$ cat config.mk
export PLATFORM = sky130hd
export DESIGN_NAME = scs_status_regs
export DESIGN_NICKNAME = d
export VERILOG_FILES = /design/src/common/scs_pkg.sv /design/src/logic/scs_status_regs.sv /design/src/logic/scs_ext_latch.sv
export VERILOG_INCLUDE_DIRS = /design/src /design/src/common
export SDC_FILE = /design/constraint.sdc
export NUM_CORES = 1
export LEC_CHECK = 0
export BUFFER_PORTS_ARGS = -buffer_cell sky130_fd_sc_hd__buf_2
export CAP_MARGIN = 20
export CORE_MARGIN = 2
export CORE_UTILIZATION = 40
export DETAILED_ROUTE_END_ITERATION = 12
export GPL_TIMING_DRIVEN = 0
export SYNTH_ARGS = -nofsm -noshare
export SYNTH_HDL_FRONTEND = slang
export SYNTH_SLANG_ARGS = --single-unit
export TNS_END_PERCENT = 100
$ cat constraint.sdc
create_clock -name core_clk -period 2.02 [get_ports core_clk]
set_input_delay 0.202 -clock core_clk [delete_from_list [all_inputs] [get_ports core_clk]]
set_output_delay 0.202 -clock core_clk [all_outputs]
set_load 0.01 [all_outputs]
$ cat src/common/scs_consts.svh
// Constants of the serial channel status register bank
// Assumes inclusion by bare name from design files; definitions only
`ifndef SCS_CONSTS_SVH
`define SCS_CONSTS_SVH

// Register offsets (register index on the plain register port)
`define SCS_OFF_BUF_EXT_STATUS   3'h0
`define SCS_OFF_SPECIAL_RX       3'h1
`define SCS_OFF_EXT_ENABLE       3'h2
`define SCS_OFF_MODE_CTRL        3'h3
`define SCS_OFF_COMMAND          3'h4
`define SCS_OFF_RX_DATA          3'h5
`define SCS_OFF_PENDING          3'h6

// Buffer and external status bit positions
`define SCS_B0_CTS               5
`define SCS_B0_SYNC_HUNT         4
`define SCS_B0_CARRIER           3
`define SCS_B0_TX_EMPTY          2
`define SCS_B0_ZERO_COUNT        1
`define SCS_B0_RX_AVAIL          0

// External status enable bit positions and reset value
`define SCS_EN_CTS               5
`define SCS_EN_SYNC              4
`define SCS_EN_CARRIER           3
`define SCS_EN_STAT_FIFO         2
`define SCS_EN_ZERO_COUNT        1
`define SCS_EN_RESET             8'h38

// Mode control fields and reset value
`define SCS_MODE_LSB             0
`define SCS_MODE_MSB             2
`define SCS_MC_CRYSTAL_OSCILLATOR_OPTION              3
`define SCS_MC_PAR_EN            4
`define SCS_MC_PAR_ODD           5
`define SCS_MC_PAR_SPECIAL       6
`define SCS_MC_RESET             8'h00

// Command bits
`define SCS_CMD_ENTER_HUNT       0
`define SCS_CMD_RESET_EXT        1
`define SCS_CMD_ERROR_RESET      2
`define SCS_CMD_CHANNEL_RESET    3

// Pending register bits
`define SCS_PD_EXT               0
`define SCS_PD_SPECIAL           1

// Residue code after reset and outside frame mode
`define SCS_RESIDUE_IDLE         3'h3

// Receive FIFO depth and pointer width
`define SCS_RX_DEPTH             3
`define SCS_RX_PTR_W             2
`define SCS_RX_LAST              2'h2

// Receive clock edges in half a bit time (x16 sampling)
`define SCS_HALF_BIT_EDGES       4'h8

`endif

$ cat src/common/scs_pkg.sv
// Types of the serial channel status register bank
// Assumes no other package; constants live in scs_consts.svh
package scs_pkg;

    // Operating mode of the channel
    typedef enum logic [2:0] {
        SCS_MODE_ASYNC,
        SCS_MODE_MONOSYNC,
        SCS_MODE_BISYNC,
        SCS_MODE_SDLC,
        SCS_MODE_EXT_SYNC
    } scs_mode_type;

    // Status carried by each received character
    typedef struct packed {
        logic       end_of_frame;
        logic       crc_framing;
        logic       overrun;
        logic       parity_err;
        logic [2:0] residue;
    } scs_rx_status_type;

    // Received character as the receiver hands it over
    typedef struct packed {
        logic [7:0] data;
        logic       parity_bit;
        logic       end_of_frame;
        logic       crc_framing;
        logic [2:0] residue;
    } scs_rx_char_type;

    // Receive FIFO entry
    typedef struct packed {
        logic [7:0]        data;
        scs_rx_status_type stat;
    } scs_rx_entry_type;

    // Values at the exit location of the frame status FIFO
    typedef struct packed {
        logic       crc_err;
        logic       overrun;
        logic [2:0] residue;
    } scs_frame_stat_type;

endpackage : scs_pkg

$ cat src/logic/scs_status_regs.sv
// Per-channel buffer, external and special receive status registers
// Assumes receiver and transmitter logic on core_clk; pins are asynchronous
//
// Design decisions made here: strobed register access and the placing of the registers.
`include "scs_consts.svh"

module scs_status_regs (
    // Clock and reset
    input  wire logic                    core_clk,
    input  wire logic                    srst,
    // Register port
    input  wire logic [2:0]              reg_addr,
    input  wire logic [7:0]              reg_wdata,
    input  wire logic                    reg_wr,
    input  wire logic                    reg_rd,
    output logic      [7:0]              reg_rdata,
    // Modem and sync pins
    input  wire logic                    cts_pin_n,
    input  wire logic                    carrier_detect_pin_n,
    input  wire logic                    sync_pin_in_n,
    output logic                         sync_pin_out_n,
    output logic                         sync_pin_oe,
    input  wire logic                    rx_clk_pin,
    // Receiver events
    input  wire logic                    rx_push,
    input  wire scs_pkg::scs_rx_char_type rx_char,
    input  wire logic                    rx_enable,
    input  wire logic                    sync_pattern_det,
    input  wire logic                    char_sync_done,
    input  wire logic                    open_flag_det,
    input  wire scs_pkg::scs_frame_stat_type frame_fifo_exit,
    output logic                         start_bit_blank,
    // Transmitter and baud generator
    input  wire logic                    tx_load,
    input  wire logic                    tx_taken,
    input  wire logic                    crc_sending,
    input  wire logic                    all_sent,
    input  wire logic                    brg_zero,
    // Status to the interrupt logic
    output logic                         ext_status_pending,
    output logic                         special_rx_cond
);

    // Pin synchronisers
    logic [3:0] pin_s1_r;
    logic [3:0] pin_s2_r;
    logic       rxc_d_r;
    // Control registers
    logic [7:0] ext_en_r;
    logic [7:0] mode_ctrl_r;
    scs_pkg::scs_mode_type mode;
    // Status state
    logic       hunt_r;
    logic       tx_empty_r;
    logic       zc_served_r;
    logic       pend_r;
    logic       ovr_latch_r;
    logic       par_latch_r;
    logic       special_r;
    logic [3:0] blank_cnt_r;
    logic       sync_out_n_r;
    // Receive FIFO
    scs_pkg::scs_rx_entry_type rx_mem [`SCS_RX_DEPTH];
    logic [`SCS_RX_PTR_W-1:0] wr_ptr_r;
    logic [`SCS_RX_PTR_W-1:0] rd_ptr_r;
    logic [`SCS_RX_PTR_W-1:0] cnt_r;
    // Decoded strobes and views
    logic       chan_rst;
    logic       cmd_wr;
    logic       enter_hunt;
    logic       clr_ext;
    logic       err_rst;
    logic       rx_pop;
    logic       rx_full;
    logic       is_async;
    logic       is_bisync;
    logic       is_sdlc;
    logic       fifo_view;
    logic       rxc_rise;
    logic       par_mismatch;
    logic [2:0] src_live;
    logic [2:0] src_en;
    logic [2:0] src_stat;
    logic [2:0] src_evt;
    logic       zc_bit;
    logic       zc_evt;
    logic       any_evt;
    logic [7:0] buf_ext_status;
    logic [7:0] special_rx_status;
    scs_pkg::scs_rx_entry_type head;

    // Two flip-flops on every pin input
    always_ff @(posedge core_clk) begin
        if (srst) begin
            pin_s1_r <= 4'h0;
            pin_s2_r <= 4'h0;
        end else begin
            pin_s1_r <= {rx_clk_pin, ~sync_pin_in_n, ~carrier_detect_pin_n, ~cts_pin_n};
            pin_s2_r <= pin_s1_r;
        end
    end

    // Receive clock edge finder
    always_ff @(posedge core_clk) begin
        if (srst) begin
            rxc_d_r <= 1'b0;
        end else begin
            rxc_d_r <= pin_s2_r[3];
        end
    end
    assign rxc_rise = pin_s2_r[3] && !rxc_d_r;

    // Register port decode
    assign cmd_wr     = reg_wr && (reg_addr == `SCS_OFF_COMMAND);
    assign chan_rst   = cmd_wr && reg_wdata[`SCS_CMD_CHANNEL_RESET];
    assign enter_hunt = cmd_wr && reg_wdata[`SCS_CMD_ENTER_HUNT];
    assign clr_ext    = cmd_wr && reg_wdata[`SCS_CMD_RESET_EXT];
    assign err_rst    = cmd_wr && reg_wdata[`SCS_CMD_ERROR_RESET];
    assign rx_pop     = reg_rd && (reg_addr == `SCS_OFF_RX_DATA) && (cnt_r != 2'h0);

    // Mode decode
    assign mode      = scs_pkg::scs_mode_type'(mode_ctrl_r[`SCS_MODE_MSB:`SCS_MODE_LSB]);
    assign is_async  = (mode == scs_pkg::SCS_MODE_ASYNC);
    assign is_bisync = (mode == scs_pkg::SCS_MODE_MONOSYNC) || (mode == scs_pkg::SCS_MODE_BISYNC);
    assign is_sdlc   = (mode == scs_pkg::SCS_MODE_SDLC);
    assign fifo_view = is_sdlc && ext_en_r[`SCS_EN_STAT_FIFO];

    // Enable and mode registers; channel reset restores defaults
    always_ff @(posedge core_clk) begin
        if (srst || chan_rst) begin
            ext_en_r    <= `SCS_EN_RESET;
            mode_ctrl_r <= `SCS_MC_RESET;
        end else if (reg_wr) begin
            if (reg_addr == `SCS_OFF_EXT_ENABLE) begin
                ext_en_r <= reg_wdata;
            end
            if (reg_addr == `SCS_OFF_MODE_CTRL) begin
                mode_ctrl_r <= reg_wdata;
            end
        end
    end

    // Hunt state of the character synchroniser
    always_ff @(posedge core_clk) begin
        if (srst || chan_rst) begin
            hunt_r <= 1'b1;
        end else if (is_bisync) begin
            if (enter_hunt) begin
                hunt_r <= 1'b1;
            end else if (char_sync_done) begin
                hunt_r <= 1'b0;
            end
        end else if (is_sdlc) begin
            if (enter_hunt || !rx_enable) begin
                hunt_r <= 1'b1;
            end else if (open_flag_det) begin
                hunt_r <= 1'b0;
            end
        end else if (enter_hunt) begin
            hunt_r <= 1'b1;
        end
    end

    // Source levels: cts, sync/hunt, carrier
    always_comb begin
        src_live[0] = pin_s2_r[0];
        src_live[2] = pin_s2_r[1];
        src_en[0]   = ext_en_r[`SCS_EN_CTS];
        src_en[2]   = ext_en_r[`SCS_EN_CARRIER];
        src_en[1]   = ext_en_r[`SCS_EN_SYNC];
        if (is_async && mode_ctrl_r[`SCS_MC_CRYSTAL_OSCILLATOR_OPTION]) begin
            src_live[1] = 1'b0;
            src_en[1]   = 1'b0;
        end else if (is_async) begin
            src_live[1] = pin_s2_r[2];
        end else if (mode == scs_pkg::SCS_MODE_EXT_SYNC) begin
            src_live[1] = pin_s2_r[2];
        end else begin
            src_live[1] = hunt_r;
        end
    end

    // One latch per external source
    genvar gi;
    generate
        for (gi = 0; gi < 3; gi = gi + 1) begin : g_src
            scs_ext_latch u_latch (
                .core_clk   (core_clk),
                .srst       (srst || chan_rst),
                .live_lvl   (src_live[gi]),
                .irq_en     (src_en[gi]),
                .pending    (pend_r),
                .status_bit (src_stat[gi]),
                .change_evt (src_evt[gi])
            );
        end
    endgenerate

    // Zero count: live bit, one interrupt per stay at zero
    assign zc_bit = ext_en_r[`SCS_EN_ZERO_COUNT] && brg_zero;
    assign zc_evt = zc_bit && !pend_r && !zc_served_r;
    always_ff @(posedge core_clk) begin
        if (srst || chan_rst) begin
            zc_served_r <= 1'b0;
        end else if (!brg_zero) begin
            zc_served_r <= 1'b0;
        end else if (zc_evt || !ext_en_r[`SCS_EN_ZERO_COUNT]) begin
            zc_served_r <= 1'b1;
        end
    end

    // External status pending: a new event wins over the clear
    assign any_evt = (|src_evt) || zc_evt;
    always_ff @(posedge core_clk) begin
        if (srst || chan_rst) begin
            pend_r <= 1'b0;
        end else if (any_evt) begin
            pend_r <= 1'b1;
        end else if (clr_ext) begin
            pend_r <= 1'b0;
        end
    end
    assign ext_status_pending = pend_r;

    // Transmit buffer empty flag
    always_ff @(posedge core_clk) begin
        if (srst || chan_rst) begin
            tx_empty_r <= 1'b1;
        end else if (tx_load) begin
            tx_empty_r <= 1'b0;
        end else if (tx_taken) begin
            tx_empty_r <= 1'b1;
        end
    end

    // Sync pin drives pulses only in character sync modes
    always_ff @(posedge core_clk) begin
        if (srst) begin
            sync_out_n_r <= 1'b1;
        end else begin
            sync_out_n_r <= !(is_bisync && sync_pattern_det);
        end
    end
    assign sync_pin_out_n = sync_out_n_r;
    assign sync_pin_oe    = is_bisync;

    // Parity check against the programmed sense
    assign par_mismatch = mode_ctrl_r[`SCS_MC_PAR_EN]
                          && ((^{rx_char.data, rx_char.parity_bit}) != mode_ctrl_r[`SCS_MC_PAR_ODD]);
    assign rx_full = (cnt_r == `SCS_RX_DEPTH);
    assign head    = rx_mem[rd_ptr_r];

    // Receive FIFO storage; a push into a full FIFO overwrites the newest
    always_ff @(posedge core_clk) begin
        if (err_rst) begin
            rx_mem[rd_ptr_r].stat.crc_framing  <= 1'b0;
            rx_mem[rd_ptr_r].stat.end_of_frame <= 1'b0;
        end
        if (rx_push) begin
            rx_mem[rx_full ? ((wr_ptr_r == 2'h0) ? `SCS_RX_LAST : wr_ptr_r - 2'h1)
                           : wr_ptr_r] <= '{
                data: rx_char.data,
                stat: '{
                    end_of_frame: is_sdlc && rx_char.end_of_frame,
                    crc_framing:  rx_char.crc_framing,
                    overrun:      rx_full,
                    parity_err:   par_mismatch,
                    residue:      is_sdlc ? rx_char.residue : `SCS_RESIDUE_IDLE
                }
            };
        end
    end

    // FIFO pointers and fill count; system or channel reset empties it
    always_ff @(posedge core_clk) begin
        if (srst || chan_rst) begin
            wr_ptr_r <= 2'h0;
            rd_ptr_r <= 2'h0;
            cnt_r    <= 2'h0;
        end else begin
            if (rx_push && !rx_full) begin
                wr_ptr_r <= (wr_ptr_r == `SCS_RX_LAST) ? 2'h0 : wr_ptr_r + 2'h1;
            end
            if (rx_pop) begin
                rd_ptr_r <= (rd_ptr_r == `SCS_RX_LAST) ? 2'h0 : rd_ptr_r + 2'h1;
            end
            if (rx_push && !rx_full && !rx_pop) begin
                cnt_r <= cnt_r + 2'h1;
            end else if (rx_pop && !(rx_push && !rx_full)) begin
                cnt_r <= cnt_r - 2'h1;
            end
        end
    end

    // Latched receive errors held until error reset
    always_ff @(posedge core_clk) begin
        if (srst || chan_rst) begin
            ovr_latch_r <= 1'b0;
            par_latch_r <= 1'b0;
        end else begin
            if (rx_pop && head.stat.overrun) begin
                ovr_latch_r <= 1'b1;
            end else if (err_rst) begin
                ovr_latch_r <= 1'b0;
            end
            if (rx_push && par_mismatch) begin
                par_latch_r <= 1'b1;
            end else if (err_rst) begin
                par_latch_r <= 1'b0;
            end
        end
    end

    // Special receive condition level for the vector logic
    always_ff @(posedge core_clk) begin
        if (srst || chan_rst) begin
            special_r <= 1'b0;
        end else begin
            special_r <= ovr_latch_r || ((cnt_r != 2'h0) && head.stat.overrun)
                         || (mode_ctrl_r[`SCS_MC_PAR_SPECIAL] && par_latch_r)
                         || ((cnt_r != 2'h0) && head.stat.end_of_frame);
        end
    end
    assign special_rx_cond = special_r;

    // Half-bit start blanking after a framing error, counted on rx clock
    always_ff @(posedge core_clk) begin
        if (srst || chan_rst) begin
            blank_cnt_r <= 4'h0;
        end else if (rx_push && is_async && rx_char.crc_framing) begin
            blank_cnt_r <= `SCS_HALF_BIT_EDGES;
        end else if (rxc_rise && (blank_cnt_r != 4'h0)) begin
            blank_cnt_r <= blank_cnt_r - 4'h1;
        end
    end
    assign start_bit_blank = (blank_cnt_r != 4'h0);

    // Buffer and external status view
    always_comb begin
        buf_ext_status                      = 8'h00;
        buf_ext_status[`SCS_B0_CTS]         = src_stat[0];
        buf_ext_status[`SCS_B0_SYNC_HUNT]   = src_stat[1];
        buf_ext_status[`SCS_B0_CARRIER]     = src_stat[2];
        buf_ext_status[`SCS_B0_TX_EMPTY]    = tx_empty_r && !crc_sending;
        buf_ext_status[`SCS_B0_ZERO_COUNT]  = zc_bit;
        buf_ext_status[`SCS_B0_RX_AVAIL]    = (cnt_r != 2'h0);
    end

    // Special receive status view; FIFO exit values replace live status
    always_comb begin
        special_rx_status = {1'b0, 1'b0, 1'b0, 1'b0, `SCS_RESIDUE_IDLE, all_sent};
        if (cnt_r != 2'h0) begin
            special_rx_status[7]   = head.stat.end_of_frame && is_sdlc;
            special_rx_status[6]   = head.stat.crc_framing;
            special_rx_status[3:1] = is_sdlc ? head.stat.residue : `SCS_RESIDUE_IDLE;
        end
        special_rx_status[5] = ovr_latch_r || ((cnt_r != 2'h0) && head.stat.overrun);
        special_rx_status[4] = par_latch_r;
        if (fifo_view) begin
            special_rx_status[6]   = frame_fifo_exit.crc_err;
            special_rx_status[5]   = frame_fifo_exit.overrun;
            special_rx_status[3:1] = frame_fifo_exit.residue;
        end
    end

    // Read data, one cycle after the strobe; unmapped reads give zero
    always_ff @(posedge core_clk) begin
        if (srst) begin
            reg_rdata <= 8'h00;
        end else if (reg_rd) begin
            case (reg_addr)
                `SCS_OFF_BUF_EXT_STATUS: reg_rdata <= buf_ext_status;
                `SCS_OFF_SPECIAL_RX:     reg_rdata <= special_rx_status;
                `SCS_OFF_EXT_ENABLE:     reg_rdata <= ext_en_r;
                `SCS_OFF_MODE_CTRL:      reg_rdata <= mode_ctrl_r;
                `SCS_OFF_RX_DATA:        reg_rdata <= (cnt_r != 2'h0) ? head.data : 8'h00;
                `SCS_OFF_PENDING:        reg_rdata <= {6'h00, special_r, pend_r};
                default:                 reg_rdata <= 8'h00;
            endcase
        end
    end
endmodule // scs_status_regs

$ cat src/logic/scs_ext_latch.sv
// One external status source: live or latched view and change events
// Assumes the level input is already in the core_clk domain
module scs_ext_latch (
    // Clock and reset
    input  wire logic core_clk,
    input  wire logic srst,
    // Source and control
    input  wire logic live_lvl,
    input  wire logic irq_en,
    input  wire logic pending,
    // Results
    output logic      status_bit,
    output logic      change_evt
);

    logic ref_r;

    // A change counts only while enabled and nothing is pending
    assign change_evt = irq_en && !pending && (live_lvl != ref_r);
    // Enabled shows the captured level, disabled the live one
    assign status_bit = irq_en ? ref_r : live_lvl;

    // Reference follows the source except while enabled and an interrupt is pending
    always_ff @(posedge core_clk) begin
        if (srst) begin
            ref_r <= 1'b0;
        end else if (!irq_en || !pending) begin
            ref_r <= live_lvl;
        end
    end

endmodule // scs_ext_latch

==> flow_summary.ini <==
[synthesis]
synth_fp_nets = 499
synth_top_cell_by_area = edfxtp_1
ys_ff_latch = 98
ys_async_sr_fraction = 0
synth_seq_area_share = 0.538
syn_inst = 445
yosys-top-cells-area = edfxtp_1 (28%), dfxtp_1 (25%), nand2_1 (6.8%), mux2i_1 (3.4%), a21oi_1 (3.2%)
yosysTopAreaCellShare = 0.285
synth.yosys.warnings = 0
synth_cell_types = 57
synth_edf_count = 42
synth_flop_cell = dfxtp_1
syn-cell-area_sq_mm = 0.00443
avgSynthCellArea_sq_um = 9.95

[routing]
drt_iter0_drc = 191
finalWirelength_um = 11000
drc = 0
num_vias = 3464
antenna_left = 0
first_pass_iters = 4
routed_via_density = 5.22
wire_per_inst_um = 16.5

[grt]
antenna_found_initial = 0
grt_pass1_vias = 3407
grt_pass1_wl_um = 17400
track_usage = 0.199
grt_start_max_net_pins = 17
overflow = 0

[timing]
min_period_ns = 1.86
holdWs_ns = 0.00766
tightest_slew_ns = 0.582
report.final.slew_viol_count = 0
rsz0062_at_grt = false
finClkSkew_ns = 0.00870
hold_viol_final = 0
fin_ws_ns = 0.163
relSlewSlack = 0.612
max_freq_mhz = 539
fin_crit_sh = 0.919
setup_viol_count_final = 0

[clock_tree]
cts_tree = built
htree_levels = 3
clockBufferDepth = 2
clk_pin_slew_ns = 0.09
cts_buffers = 9
clk_latency_ns = 0.38
ctsRootBufferMaster = clkbuf_8
clock-sinks = 98

[pwr]
p_comb_frac = 0.132
power_frac_clock = 0.323
p_leak_nw = 1.91
switching_share = 0.256
p_per_area_mw_per_mm2 = 789
peakVddDrop_v = 0.000390
p_seq_frac = 0.545
p_switching_mw = 1.04
intPower_mw = 3.03

[placed_design]
dpl.hpwl_um = 8280
io_buffers = 59
place.gp.congestion = 0.877
postPlaceCellArea_sq_mm = 0.00490
place_ws_ns = -0.140

[critical_path]
crit_fanout = 12
path_class = flop to flop
worstReg2RegStart = wr_ptr_r[0]
setup.worst_path.start = wr_ptr_r[0]
arrival_ns = 1.95
r2r_slack_ns = 0.16
startpoint_type = flop
end_kind = flop
rr_worst_depth = 5
required_ns = 2.11
endpoint = rx_mem[0][11]
timing.rr.end = rx_mem[0][11]

[die]
rows = 38
io_pins = 61
die_area_sq_mm = 0.0119
dieHeight_um = 109
initial_core_util = 0.409
die_x_um = 109
core_area_sq_mm = 0.0108

[run]
drv_cap = 0

[final_layout]
fillers = 1067
multi_input_area_sq_mm = 0.00185
antenna_cells = 0
drive_gt1_frac = 0.198
synthToLayoutAreaGrowth_pct = 16.5
finalNetCount = 573
final_cell_mix = nand2_1 (80), buf_2 (66), dfxtp_1 (56)
final_common_cell = nand2_1
final_cell_area_sq_mm = 0.00516
seqCellArea_sq_mm = 0.00238

[worst_hold_path]
min_path_cells = 2
hp-class = primary input to flop

[status]
run_status = complete, no violations
-- worst min path at each step --
stage                                     from             end
after floorplan                      cts_pin_n     pin_s1_r[0]
after global placement    carrier_detect_pin_n     pin_s1_r[1]
after detailed placement             cts_pin_n     pin_s1_r[0]
after CTS                     sync_pattern_det  sync_pin_out_n
after global routing          sync_pattern_det  sync_pin_out_n
final                         sync_pattern_det  sync_pin_out_n
-- power groups by stage --
stage	combinational (mW)	clock [mW]	sequential (mW)
detailed placement	0.524	0	2.26
global route	0.599	1.42	2.23
floorplan	0.328	0	2.26
global placement	0.516	0	2.26
CTS	0.533	1.34	2.22
finish	0.537	1.32	2.22
-- kinds of logic (layout without fill, tap and decap cells) --
family / Yosys count / in the layout / synth area share
simple gates: 164 / 164 / 0.172
flops: 98 / 98 / 0.538
buf+inv: 42 / 121 / 0.0443
fa+ha+maj: 6 / 6 / 0.0169
compound gates: 98 / 98 / 0.146
mux: 19 / 19 / 0.0441
xor+xnor: 18 / 18 / 0.0387
-- layout make-up --
class	instances	area share
Buffer	24	0.0250
Inverter	18	0.0138
Timing Repair Buffer	63	0.0669
Tap cell	140	0.0340
Clock buffer	12	0.0301
Clock inverter	4	0.00970
Multi-Input combinational cell	305	0.359
Sequential cell	98	0.462
-- cell usage after synthesis, drive strengths merged, types with 9 or more instances --
library cell and number:
edfxtp 42, clkbuf 9, a21oi 29, nand3 11
buf 15, nand2 81, nor2b 9, dfxtp 56
nor2 29, o21ai 27, mux2i 15, xnor2 11
inv 17
-- repair_timing --
action,4_1_cts,5_1_grt
setup endpoints to repair,24,24
hold endpoints to repair,3,0
gates resized for setup,3,2
hold buffers,3,0
setup buffers,0,1
-- state kept, by name (all words and copies together) (netlist names), 3 cells and up, named ones only --
signal	flops
g_src.u_latch.ref_r	3
rx_mem	42
mode_ctrl_r	8
reg_rdata	8
ext_en_r	8
pin_s1_r	4
blank_cnt_r	4
pin_s2_r	4
-- stage by stage --
stage | instances | setup TNS [ns] | power, mW | util
2_1_floorplan | 445 | 0 | 2.58 | -
3_3_place_gp | 644 | -0.838 | 2.78 | 0.452
3_5_place_dp | 644 | -1.79 | 2.79 | 0.452
4_1_cts | 663 | 0 | 4.09 | 0.474
5_1_grt | 664 | 0 | 4.25 | 0.476
6_report | 664 | 0 | 4.07 | 0.476
-- routing by layer --
layer  GRT usage  share of wire  vias to the layer above
li1            -              -                     1717
met1       0.266           0.46                     1642
met2       0.311           0.46                       84
met3      0.0317          0.053                       21
met4       0.103          0.028                        0
met5           0              0                        -
-- critical path, stage by stage, from the launching register on --
cell	delay [ns]
dfxtp_1	0.42
inv_1	0.11
ha_1	0.33
nor3b_1	0.15
o21ai_1	0.32
inv_2	0.23
No activity file was read; power rests on OpenSTA's default activity.
